File: src/hw/tbc_pkg.sv
// constants and types for the 64-bit time-base counter
// What this block does
// - a 64-bit count rises by one on each tick and wraps from all ones to zero.
// - wrapping raises no event of any kind.
// - the count is seen as an upper word (big-endian bits 0:31) and a lower word (bits 32:63).
// - a lower-word rollover bumps the upper word in the same tick.
// - reads are allowed in user and privileged mode, writes only in privileged mode.
// - read number 268 returns the lower word and 269 the upper word.
// - privileged write number 284 loads the lower word and 285 the upper word.
// - each access moves one 32-bit word, never the whole count.
// - the tick is the shared interval-timer tick chosen outside the core.
package tbc_pkg;
   localparam int unsigned WORD_WIDTH = 32;
   localparam int unsigned REGN_WIDTH = 10;
   localparam logic [9:0] REGN_LOW_READ   = 10'h10C;
   localparam logic [9:0] REGN_HIGH_READ  = 10'h10D;
   localparam logic [9:0] REGN_LOW_WRITE  = 10'h11C;
   localparam logic [9:0] REGN_HIGH_WRITE = 10'h11D;
   localparam logic [31:0] WORD_RESET = 32'h00000000;

   typedef struct packed {
      logic        read;
      logic        write;
      logic        privileged;
      logic [9:0]  time_base_reg_number;
      logic [31:0] data;
   } tbc_req_t;
endpackage : tbc_pkg

File: src/hw/tbc_time_base.sv
// 64-bit time-base counter with split word access
`timescale 1ns/10ps
`default_nettype none
module tbc_time_base
(
   input  wire logic          i_clock,
   input  wire logic          i_rstn,
   input  wire logic          i_tick,
   input  wire tbc_pkg::tbc_req_t i_req,
   output var  logic [31:0]   o_rdata,
   output var  logic          o_rvalid,
   output var  logic          o_refused,
   output var  logic [31:0]   o_time_base_high_word,
   output var  logic [31:0]   o_time_base_low_word
);
   ////////////////////////////////////////////////////////////////////////
   logic [31:0] high_word;
   logic [31:0] low_word;

   // number match, shared by all four decodes
   function automatic logic regn_is
   (
      input tbc_pkg::tbc_req_t req,
      input logic [9:0]        regn
   );
      return req.time_base_reg_number == regn;
   endfunction : regn_is

   wire         hit_low_rd  = i_req.read
                  && regn_is(i_req, tbc_pkg::REGN_LOW_READ);
   wire         hit_high_rd = i_req.read
                  && regn_is(i_req, tbc_pkg::REGN_HIGH_READ);
   // writes need privilege; user writes are dropped
   wire         wr_ok       = i_req.write && i_req.privileged;
   wire         wr_low      = wr_ok
                  && regn_is(i_req, tbc_pkg::REGN_LOW_WRITE);
   wire         wr_high     = wr_ok
                  && regn_is(i_req, tbc_pkg::REGN_HIGH_WRITE);
   wire         wr_unpriv   = i_req.write && !i_req.privileged;
   // rollover carries silently, no event output exists
   wire         low_carry   = i_tick && (low_word == 32'hFFFFFFFF);
   // write wins over tick for its own word only
   wire [31:0]  next_low    = wr_low ? i_req.data
                  : (i_tick ? low_word + 32'h00000001 : low_word);
   wire [31:0]  next_high   = wr_high ? i_req.data
                  : (low_carry ? high_word + 32'h00000001 : high_word);
   // one word per access
   wire [31:0]  next_rdata  = hit_high_rd ? high_word
                  : (hit_low_rd ? low_word : 32'h00000000);

   ////////////////////////////////////////////////////////////////////////
   // counting runs off the external tick
   always_ff @(posedge i_clock)
   begin
      if (!i_rstn)
      begin
         low_word  <= tbc_pkg::WORD_RESET;
         high_word <= tbc_pkg::WORD_RESET;
      end
      else
      begin
         low_word  <= next_low;
         high_word <= next_high;
      end
   end

   always_ff @(posedge i_clock)
   begin
      if (!i_rstn)
      begin
         o_rdata   <= 32'h00000000;
         o_rvalid  <= 1'b0;
         o_refused <= 1'b0;
         o_time_base_high_word <= 32'h00000000;
         o_time_base_low_word  <= 32'h00000000;
      end
      else
      begin
         o_rdata   <= next_rdata;
         o_rvalid  <= hit_low_rd || hit_high_rd;
         o_refused <= wr_unpriv;
         // upper word is big-endian bits 0:31
         o_time_base_high_word <= next_high;
         o_time_base_low_word  <= next_low;
      end
   end

   ////////////////////////////////////////////////////////////////////////
   AST_CARRY:
      assert property (@(posedge i_clock) disable iff (!i_rstn)
         (low_carry && !wr_high && !wr_low)
         |=> (high_word == $past(high_word) + 32'h00000001)
            && (low_word == 32'h00000000))
      else $error("upper word missed the carry");

   AST_COUNT:
      assert property (@(posedge i_clock) disable iff (!i_rstn)
         (i_tick && !wr_low)
         |=> low_word == $past(low_word) + 32'h00000001)
      else $error("lower word did not count");

   AST_HOLD:
      assert property (@(posedge i_clock) disable iff (!i_rstn)
         (!i_tick && !i_req.write)
         |=> $stable(low_word) && $stable(high_word))
      else $error("count moved without tick");

   AST_NOUSERWR:
      assert property (@(posedge i_clock) disable iff (!i_rstn)
         (i_req.write && !i_req.privileged && !i_tick)
         |=> $stable(low_word) && $stable(high_word) && o_refused)
      else $error("user write changed count");

   AST_RDLOW:
      assert property (@(posedge i_clock) disable iff (!i_rstn)
         hit_low_rd
         |=> o_rvalid && (o_rdata == $past(low_word)))
      else $error("low read wrong");

   AST_RDHIGH:
      assert property (@(posedge i_clock) disable iff (!i_rstn)
         hit_high_rd
         |=> o_rvalid && (o_rdata == $past(high_word)))
      else $error("high read wrong");

   // a low write at all ones with a tick still carries upward
   AST_WRLOW:
      assert property (@(posedge i_clock) disable iff (!i_rstn)
         (wr_low && !wr_high)
         |=> (low_word == $past(i_req.data))
            && (high_word == $past(high_word)
               + {31'h00000000, $past(low_carry)}))
      else $error("low write touched upper word");

   AST_WRHIGH:
      assert property (@(posedge i_clock) disable iff (!i_rstn)
         wr_high
         |=> high_word == $past(i_req.data))
      else $error("high write lost");

   AST_RDNONE:
      assert property (@(posedge i_clock) disable iff (!i_rstn)
         (!hit_low_rd && !hit_high_rd)
         |=> !o_rvalid && (o_rdata == 32'h00000000))
      else $error("read answer without a read");

   AST_REFUSEPULSE:
      assert property (@(posedge i_clock) disable iff (!i_rstn)
         1'b1
         |=> o_refused == $past(wr_unpriv))
      else $error("refusal flag out of step");

   AST_OUTHIGH:
      assert property (@(posedge i_clock) disable iff (!i_rstn)
         1'b1
         |-> o_time_base_high_word == high_word)
      else $error("upper word output differs");

   AST_OUTLOW:
      assert property (@(posedge i_clock) disable iff (!i_rstn)
         1'b1
         |-> o_time_base_low_word == low_word)
      else $error("lower word output differs");

   // upper word moves only on carry or its own write
   AST_HIGHQUIET:
      assert property (@(posedge i_clock) disable iff (!i_rstn)
         (!low_carry && !wr_high)
         |=> $stable(high_word))
      else $error("upper word moved without cause");

   // full rollover lands on zero and nothing else happens
   AST_WRAP:
      assert property (@(posedge i_clock) disable iff (!i_rstn)
         (low_carry && (high_word == 32'hFFFFFFFF) && !wr_high && !wr_low)
         |=> (high_word == 32'h00000000) && (low_word == 32'h00000000))
      else $error("count did not wrap to zero");

   AST_WRLOWTICK:
      assert property (@(posedge i_clock) disable iff (!i_rstn)
         wr_low
         |=> low_word == $past(i_req.data))
      else $error("tick beat a low write");

   // read numbers and stray numbers never load the count
   AST_NOSTRAYWR:
      assert property (@(posedge i_clock) disable iff (!i_rstn)
         (!wr_low && !wr_high && !i_tick)
         |=> $stable(low_word) && $stable(high_word))
      else $error("count loaded by a foreign number");

   AST_RVPULSE:
      assert property (@(posedge i_clock) disable iff (!i_rstn)
         o_rvalid
         |-> $past(hit_low_rd) || $past(hit_high_rd))
      else $error("read answer without its request");
endmodule : tbc_time_base
`default_nettype wire

File: config.mk
export PLATFORM = sky130hd
export DESIGN_NAME = tbc_time_base
export DESIGN_NICKNAME = d
export VERILOG_FILES = /design/src/hw/tbc_pkg.sv /design/src/hw/tbc_time_base.sv
export SDC_FILE = /design/constraint.sdc
export NUM_CORES = 1
export LEC_CHECK = 0
export BUFFER_PORTS_ARGS = -buffer_cell sky130_fd_sc_hd__buf_4
export CAP_MARGIN = 20
export CELL_PAD_IN_SITES_DETAIL_PLACEMENT = 1
export CELL_PAD_IN_SITES_GLOBAL_PLACEMENT = 2
export CORE_MARGIN = 1.5
export CORE_UTILIZATION = 26
export DETAILED_ROUTE_END_ITERATION = 10
export HOLD_SLACK_MARGIN = 0.05
export PLACE_DENSITY = 0.75
export SLEW_MARGIN = 10
export SYNTH_ARGS = -nofsm -noshare
export SYNTH_HDL_FRONTEND = slang
export SYNTH_SLANG_ARGS = --single-unit
File: constraint.sdc
create_clock -name i_clock -period 2.1 [get_ports i_clock]
set_input_delay 0 -clock i_clock [delete_from_list [all_inputs] [get_ports i_clock]]
set_output_delay 0 -clock i_clock [all_outputs]
set_load 0.02 [all_outputs]
Yosys cells after proc, flatten, opt, wreduce, memory -nomap -nowiden:

Index checks and enable logic that the tools add are counted.

* add/subtract/negate cells: 2
* equality and inequality tests: 5
* multiplexer cells: 6
* reductions and logical operators: 11

Operators with widths (number)
* two-way mux 32 bit: 6
* adder 32 x 1 -> 32 bit, second input constant: 2
* equality test 10 x 9 -> 1 bit, second input constant: 4
* equality test 32 bit, second input constant: 1
* logical AND 1 bit: 7
* nonzero test 2 bit: 2
* logical NOT 1 bit: 1
* logical OR 1 bit: 1

* register bits: 98
* output and inout bits: 98
* word-level logic and storage cells: 29

Logic depth before layout (Yosys ltp):

Gate-level depths: netlist (run 1).

* word-level depth: 4
* mapped depth: 8
* mapped depth without buffers: 6

Worst setup path before layout (run 1):

OpenSTA, ideal clock, no wires.

* path type: flip-flop to flip-flop
* start: reg o_time_base_low_word[0] (netlist name)
* end: reg o_time_base_high_word[11]
* setup time: 0.074 ns
* data arrival time: 2.368 ns
* required time: 2.026 ns
* path slack: -0.342 ns
* cell stages (with the launch flop): 8
* path buffers: 1
* clock period less this slack: 2.442 ns
* path through: dfxtp_1 > ha_1 > nand4_1 > nor2_1 > nand4_1 > clkbuf_1 > or4_2 > a31oi_1

RTL lines
* end signal, assigned: line tbc_time_base.sv:83 `o_time_base_high_word <= next_high;`
* end, declared: line tbc_time_base.sv:13 `output var logic [31:0] o_time_base_high_word,`

==> metrics.cfg, run 1 <==
[status]
status = finished, violations left
violations = negative setup slack

[global_route]
grt_overflow = 0
grt_antenna_before_repair = 0
grt_util_all_layers_pct = 20.16
grt_pass1_wl_mm = 30.99
grt_max_degree = 51
grt_pass1_vias = 5821

[logic_synthesis]
synthesis.area_um2 = 4746
ys_warn_count = 0
ys_seq_elements = 98
synth_ff_type = dfxtp_1
synth_edf_count = 0
syn_inst = 565
syn-num-nets = 615
synthArstFlopShare_pct = 0
seq_area_frac_synth_pct = 41.34
ys_types = 36
synth_area_per_cell_um2 = 8.400

[critical_path]
critPathLaunchType = flop
rr_endpoint = o_time_base_high_word[29]$_SDFFE_PN0P_
worstReg2RegStart = o_time_base_low_word[8]$_SDFFE_PN0P_
worst_ep_arrival_time_ps = 2400
end_kind = flop
critPathKind = flop to flop
reg2reg_slack_ps = -30
reg2reg_depth = 8
cp_data_required_time_ps = 2370
cp_max_fo = 7

[die]
die_y_um = 138.1
core-area_um2 = 17900
rows = 49
die_w_um = 138.1
die-area_um2 = 19070
start_util_pct = 26.51
num_io_pins = 146

[timing]
finalHoldViolCount = 0
fin_ws_ps = -30.55
maxSlewHeadroom_pct = 65.62
grt_setup_unrepaired = true
period_share_pct = 101.5
fmax_ghz = 0.4694
setup_viol = 2
skew_ps = 11.48
final-max-slew-violation-count = 0
layout_min_cycle_time_ps = 2131
tightest_slew_ps = 515.7

[power]
switching_power_uw = 889.4
combPwrFrac_pct = 7.5
p_leak_nw = 3.057
clkPwrFrac_pct = 42.2
p_int_mw = 2.801
seq_power_share_pct = 50.3
swShare_pct = 24.10
ir_drop_mv = 0.3605
power_per_cell_area_nw_per_um2 = 486.3

[min_path]
hold_path_depth = 3
min_from = i_tick
holdPathEnd = o_time_base_low_word[1]$_SDFFE_PN0P_
hp-class = input pin to flop

[placement]
dpl_cell_area_um2 = 6704
hpwlAfterDp_mm = 14.24
routabilityCongestion = 0.8614
portBuffers = 145

[layout]
nets = 873
drive_above_1_share_pct = 37.44
fillers = 2118
final_area_um2 = 7589
syn_to_final_growth_pct = 59.90
diodes = 0
final_util_pct = 42.39

[clocking]
cts_tree = built
cts.sinks = 98
cts.htree.levels = 3
cts-buffers-inserted = 9
root_buffer = clkbuf_16
clkSlewWorstSetupHoldPaths_ps = 70
max-clock-path-buffers = 2
clk_latency_ps = 350

[drt]
wire_per_inst_um = 18.67
initialDrtViolationCount = 150
avgViaCountPerCell = 5.182
ant_nets = 0
drc = 0
routed_wirelength_mm = 19.73
vias = 5477
drt_pass1_iterations = 4

[flow_run]
cap_violations = 0

## how the worst max path moves through the flow
stage | startpoint | end | slack [ps] | depth (start not counted)
2_1_floorplan | o_time_base_low_word[7]$_SDFFE_PN0P_ | o_time_base_high_word[27]$_SDFFE_PN0P_ | -10 | 7
3_3_place_gp | o_time_base_high_word[3]$_SDFFE_PN0P_ | o_time_base_high_word[17]$_SDFFE_PN0P_ | 40 | 5
3_5_place_dp | o_time_base_low_word[0]$_SDFFE_PN0P_ | o_time_base_high_word[29]$_SDFFE_PN0P_ | -30 | 7
4_1_cts | o_time_base_low_word[6]$_SDFFE_PN0P_ | o_time_base_high_word[29]$_SDFFE_PN0P_ | 5 | 6
5_1_grt | o_time_base_low_word[8]$_SDFFE_PN0P_ | o_time_base_high_word[29]$_SDFFE_PN0P_ | -150 | 8
6_report | o_time_base_low_word[8]$_SDFFE_PN0P_ | o_time_base_high_word[29]$_SDFFE_PN0P_ | -30 | 8
## layout by cell type, fill, tap and decap left out, drive strengths merged, types with 23 or more instances in the layout
| cell | netlist | routed |
|---|---|---|
| nand2 | 28 | 28 |
| or3 | 23 | 23 |
| dlygate4sd3 | 0 | 36 |
| nor2 | 58 | 58 |
| dfxtp | 98 | 98 |
| mux2i | 35 | 35 |
| buf | 4 | 245 |
| xor2 | 24 | 24 |
| a31oi | 28 | 28 |
| o21ai | 66 | 66 |
| nand4 | 32 | 32 |
## power by group through the flow
stage,registers [mW],logic (mW),clock network (mW)
2_1_floorplan,1.91,0.0789,0
3_3_place_gp,1.90,0.218,0
3_5_place_dp,1.90,0.222,0
4_1_cts,1.86,0.278,1.60
5_1_grt,1.85,0.300,1.68
6_report,1.86,0.278,1.56
## cells by family (layout without fill, tap and decap cells)
| logic type | count (synthesis) | in the layout | share of synthesized area [%] |
|---|---|---|---|
| simple gates | 212 | 212 | 24.26 |
| compound gates | 138 | 138 | 16.66 |
| flops | 98 | 98 | 41.34 |
| buf+inv | 47 | 310 | 3.744 |
| mux | 35 | 35 | 7.382 |
| xor+xnor | 33 | 33 | 6.090 |
| fa+ha+maj | 2 | 2 | 0.5272 |
## final cells by class
| cell class | instances | area, um2 | area share (%) |
|---|---|---|---|
| Clock inverter | 5 | 31.28 | 0.4122 |
| Multi-Input combinational cell | 420 | 2745 | 36.17 |
| Sequential cell | 98 | 2019 | 26.61 |
| Timing Repair Buffer | 281 | 2225 | 29.32 |
| Inverter | 13 | 48.80 | 0.6430 |
| Clock buffer | 11 | 232.7 | 3.067 |
| Tap cell | 229 | 286.5 | 3.776 |
## cell usage after synthesis, drive strengths merged, types with 4 or more instances
master / count / area, um2
buf: 4 / 16.26
dfxtp: 98 / 1962
xnor2: 9 / 78.83
and4: 4 / 35.03
or4: 14 / 110.1
xor2: 24 / 210.2
a31oi: 28 / 175.2
mux2i: 35 / 350.3
and3: 6 / 37.54
nor2: 58 / 217.7
o31ai: 9 / 67.56
nor4: 8 / 65.06
nor3: 9 / 50.05
o21ai: 66 / 330.3
clkbuf: 30 / 112.6
inv: 12 / 45.04
a21oi: 18 / 90.09
nand2: 28 / 105.1
nand3: 21 / 105.1
or3: 23 / 146.4
nand4: 32 / 215.2
a211oi: 17 / 127.6
## registers in the layout, summed over array words and instances (netlist names)
register / cells
o_refused: 1
o_rdata: 32
o_time_base_high_word: 32
o_rvalid: 1
o_time_base_low_word: 32
## routing by layer
layer  share of wire (%)  GRT usage (%)  wire (um)
met4                 1.3          5.097        260
met1                  45          25.42       8846
met2                  49          35.51       9758
met3                 4.4          3.602        863
met5                   0              0          0
## timing repair
item / in CTS / in global routing
pin swaps: 4 / 17
setup buffers: 7 / 12
hold endpoints to repair: 66 / 0
resized for setup: 0 / 26
setup endpoints to repair: 2 / 20
hold buffers: 36 / 0
cloned: 0 / 1
## through the flow
stage                     hold WS [ps]  total power, mW  setup WS (ps)  TNS, ps  cells
after floorplan                  76.15            1.990         -13.90   -53.78    565
after global placement           194.3            2.116          38.09        0    985
after detailed placement         200.7            2.120         -26.10   -29.61    985
after CTS                        70.26            3.737          4.898        0   1044
after global routing             111.9            3.830         -150.4    -1105   1057
final                            78.53            3.690         -30.55   -37.99   1057
## critical path, cell delays in order, from the launching register on
cell     delay [ps]
dfxtp_2         330
nand4_1         120
buf_6           150
buf_6           110
nor4_4          370
nand4_1         230
buf_6           210
or3_4           350
a31oi_4         180
(Power assumes the default switching activity.)
==> inputs of run 2 (changes only) <==
==> constraint.sdc (replaced) <==
create_clock -name i_clock -period 1.8 [get_ports i_clock]
set_input_delay 0 -clock i_clock [delete_from_list [all_inputs] [get_ports i_clock]]
set_output_delay 0 -clock i_clock [all_outputs]
set_load 0.02 [all_outputs]
==> run 2 against run 1 <==
Against the previous run:
- the flow still finishes with violations (negative setup slack)
- flip-flop and latch count is the same
- clock-buffer cell count is 1 higher
- maximum frequency is 0.64% lower
- combinational power is 23% higher
- die area unchanged
- setup slack lost 310 ps
- first-iteration DRC count up 140%
- critical endpoint is now o_time_base_high_word[17]$_SDFFE_PN0P_
- largest cell class unchanged
- largest power group unchanged
- highest routed layer unchanged
==> metrics.cfg, run 2 (synthesis results as in run 1) <==
[status]
status = finished, violations left
violations = negative setup slack

[drt]
wire_per_inst_um = 20.61  ; +10%
routed_wirelength_mm = 22.38  ; +13%
initialDrtViolationCount = 359  ; +140%
vias = 5637  ; +2.9%
avgViaCountPerCell = 5.191  ; +0.17%
drc = 0  ; unchanged
ant_nets = 0  ; unchanged
drt_pass1_iterations = 4  ; unchanged

[power]
p_leak_nw = 3.306  ; +8.1%
swShare_pct = 23.72  ; -0.38 points
seq_power_share_pct = 47.7  ; -2.6 points
p_int_mw = 3.449  ; +23%
power_per_cell_area_nw_per_um2 = 555.0  ; +14%
clkPwrFrac_pct = 44.7  ; +2.5 points
combPwrFrac_pct = 7.6  ; about the same
switching_power_mw = 1.073  ; +21%
ir_drop_mv = 0.3999  ; +11%

[die]
die_y_um = 138.1  ; unchanged
die-area_um2 = 19070  ; unchanged
die_w_um = 138.1  ; unchanged
core-area_um2 = 17900  ; unchanged
start_util_pct = 26.51  ; unchanged
rows = 49  ; unchanged
num_io_pins = 146  ; unchanged

[timing]
whs_ps = 109.5  ; +30.92 ps
finalHoldViolCount = 0  ; unchanged
skew_ps = 10.07  ; -1.408 ps
setup_tns_ps = -6386  ; -6348 ps
tightest_slew_ps = 474.8  ; -40.89 ps
maxSlewHeadroom_pct = 68.35  ; +2.7 points
setup_viol = 37  ; +35
layout_min_cycle_time_ps = 2144  ; +13.62 ps
grt_setup_unrepaired = true
period_share_pct = 119.1  ; +18 points
fmax_ghz = 0.4664  ; -0.64%
final-max-slew-violation-count = 0  ; unchanged
fin_ws_ps = -344.2  ; -313.6 ps

[critical_path]
crit_top_cell = or4_4
path_cells = nand4_4, or4_4, or4_4, or4_4, a31oi_1
cpMaxStageDelayCell = or4_4
cp_data_required_time_ps = 2070  ; -300 ps
worst_ep_arrival_time_ps = 2420  ; +20 ps
cp_slowest_stage_delay_ps = 550  ; +180 ps
reg2reg_slack_ps = -340  ; -310 ps
reg2reg_depth = 5  ; -3
end_kind = flop
critPathLaunchType = flop
rr_endpoint = o_time_base_high_word[17]$_SDFFE_PN0P_
cp_max_fo = 2  ; -5
critPathKind = flop to flop
worstReg2RegStart = o_time_base_high_word[9]$_SDFFE_PN0P_

[clocking]
clk_latency_ps = 360  ; about the same
cts-buffers-inserted = 9  ; unchanged
cts.sinks = 98  ; unchanged
max-clock-path-buffers = 2  ; unchanged
clkSlewWorstSetupHoldPaths_ps = 70  ; about the same
cts.htree.levels = 3  ; unchanged
root_buffer = clkbuf_16
cts_tree = built

[min_path]
min_from = i_req[32]
holdPathEnd = o_rdata[11]$_SDFF_PN0_
hold_path_depth = 3  ; unchanged
hp-class = input pin to flop

[global_route]
grt_overflow = 0  ; unchanged
grt_max_degree = 55  ; +7.8%
grt_pass1_vias = 5965  ; +2.5%
grt_antenna_before_repair = 1  ; +1
grt_util_met1_pct = 30.06  ; +4.6 points
grt.busiest_layer = met2
grt_use_met2_pct = 38.52  ; +3.0 points
grtUsageMet3_pct = 2.875  ; -0.73 points
grt_util_all_layers_pct = 22.97  ; +2.8 points
grt_pass1_wl_mm = 34.47  ; +11%

[flow_run]
cap_violations = 0  ; unchanged

[layout]
reg.largest.list = o_rdata: 32 flops, o_time_base_high_word: 32 flops, o_time_base_low_word: 32 flops
final_common_cell = buf_4
nets = 901  ; +3.2%
drive_above_1_share_pct = 43.11  ; +5.7 points
final_cell_mix = buf_4, dfxtp_1, o21ai_0
syn_to_final_growth_pct = 71.66

[placement]
routabilityCongestion = 0.8861  ; +2.9%
hpwlAfterDp_mm = 15.69  ; +10%
portBuffers = 145  ; unchanged

[run 2: worst max-delay path, delay by kind of cell, from the launching register on]
family / cells / cell delay, ps
and+or+nand+nor: 4 / 1510
AOI/OAI and AO/OA: 1 / 180
DFF: 1 / 360
[run 2: how the worst max path moves through the flow]
stage	startpoint	endpoint	slack (ps)	depth (start not counted)
global placement	o_time_base_high_word[0]$_SDFFE_PN0P_	o_time_base_high_word[30]$_SDFFE_PN0P_	-330	9
floorplan	o_time_base_low_word[7]$_SDFFE_PN0P_	o_time_base_high_word[27]$_SDFFE_PN0P_	-300	7
finish	o_time_base_high_word[9]$_SDFFE_PN0P_	o_time_base_high_word[17]$_SDFFE_PN0P_	-340	5
CTS	o_time_base_high_word[2]$_SDFFE_PN0P_	o_time_base_high_word[17]$_SDFFE_PN0P_	-320	5
global route	o_time_base_low_word[11]$_SDFFE_PN0P_	o_time_base_high_word[9]$_SDFFE_PN0P_	-390	8
detailed placement	o_time_base_high_word[0]$_SDFFE_PN0P_	o_time_base_high_word[30]$_SDFFE_PN0P_	-380	9
[run 2: final cells by class]
cell class	instances	area, um2
inverter	13	48.80
fill	2104	9756
antenna	1	2.502
sequential	98	2036
clock inverter	4	51.30
multi-input combinational	420	2934
timing repair buffer	309	2541
clock buffer	12	246.5
tap	229	286.5
[run 2: through the flow]
stage / instances / util, % / setup WS [ps] / power, mW / instance area [um2]
after floorplan: 565 / - / -303.1 / 2.315 / 4902
after global routing: 1086 / 45.51 / -390.3 / 4.662 / 8147
after CTS: 1079 / 44.23 / -322.9 / 4.556 / 7918
after detailed placement: 1012 / 38.99 / -381.8 / 2.481 / 6980
after global placement: 1012 / 38.99 / -330.3 / 2.479 / 6980
final: 1086 / 45.51 / -344.2 / 4.522 / 8147
[run 2: power groups by stage]
stage	clock network [mW]	registers (mW)	logic [mW]
3_3_place_gp	0	2.21	0.271
2_1_floorplan	0	2.22	0.0920
3_5_place_dp	0	2.21	0.272
5_1_grt	2.14	2.16	0.362
6_report	2.02	2.16	0.342
4_1_cts	2.06	2.16	0.334
[run 2: repair_timing]
item	CTS	global route
hold buffers	34	0
endpoints found under the setup margin	34	42
resized for setup	40	37
cloned	3	0
setup buffers	15	9
pin swaps	37	36
endpoints found under the hold margin	62	0
[run 2: layer usage]
metal | up-vias | part of all wire, %
met2 | 149 | 48
met4 | 0 | 3.2
met3 | 49 | 3.9
li1 | 2654 | -
met1 | 2785 | 45
met5 | - | 0
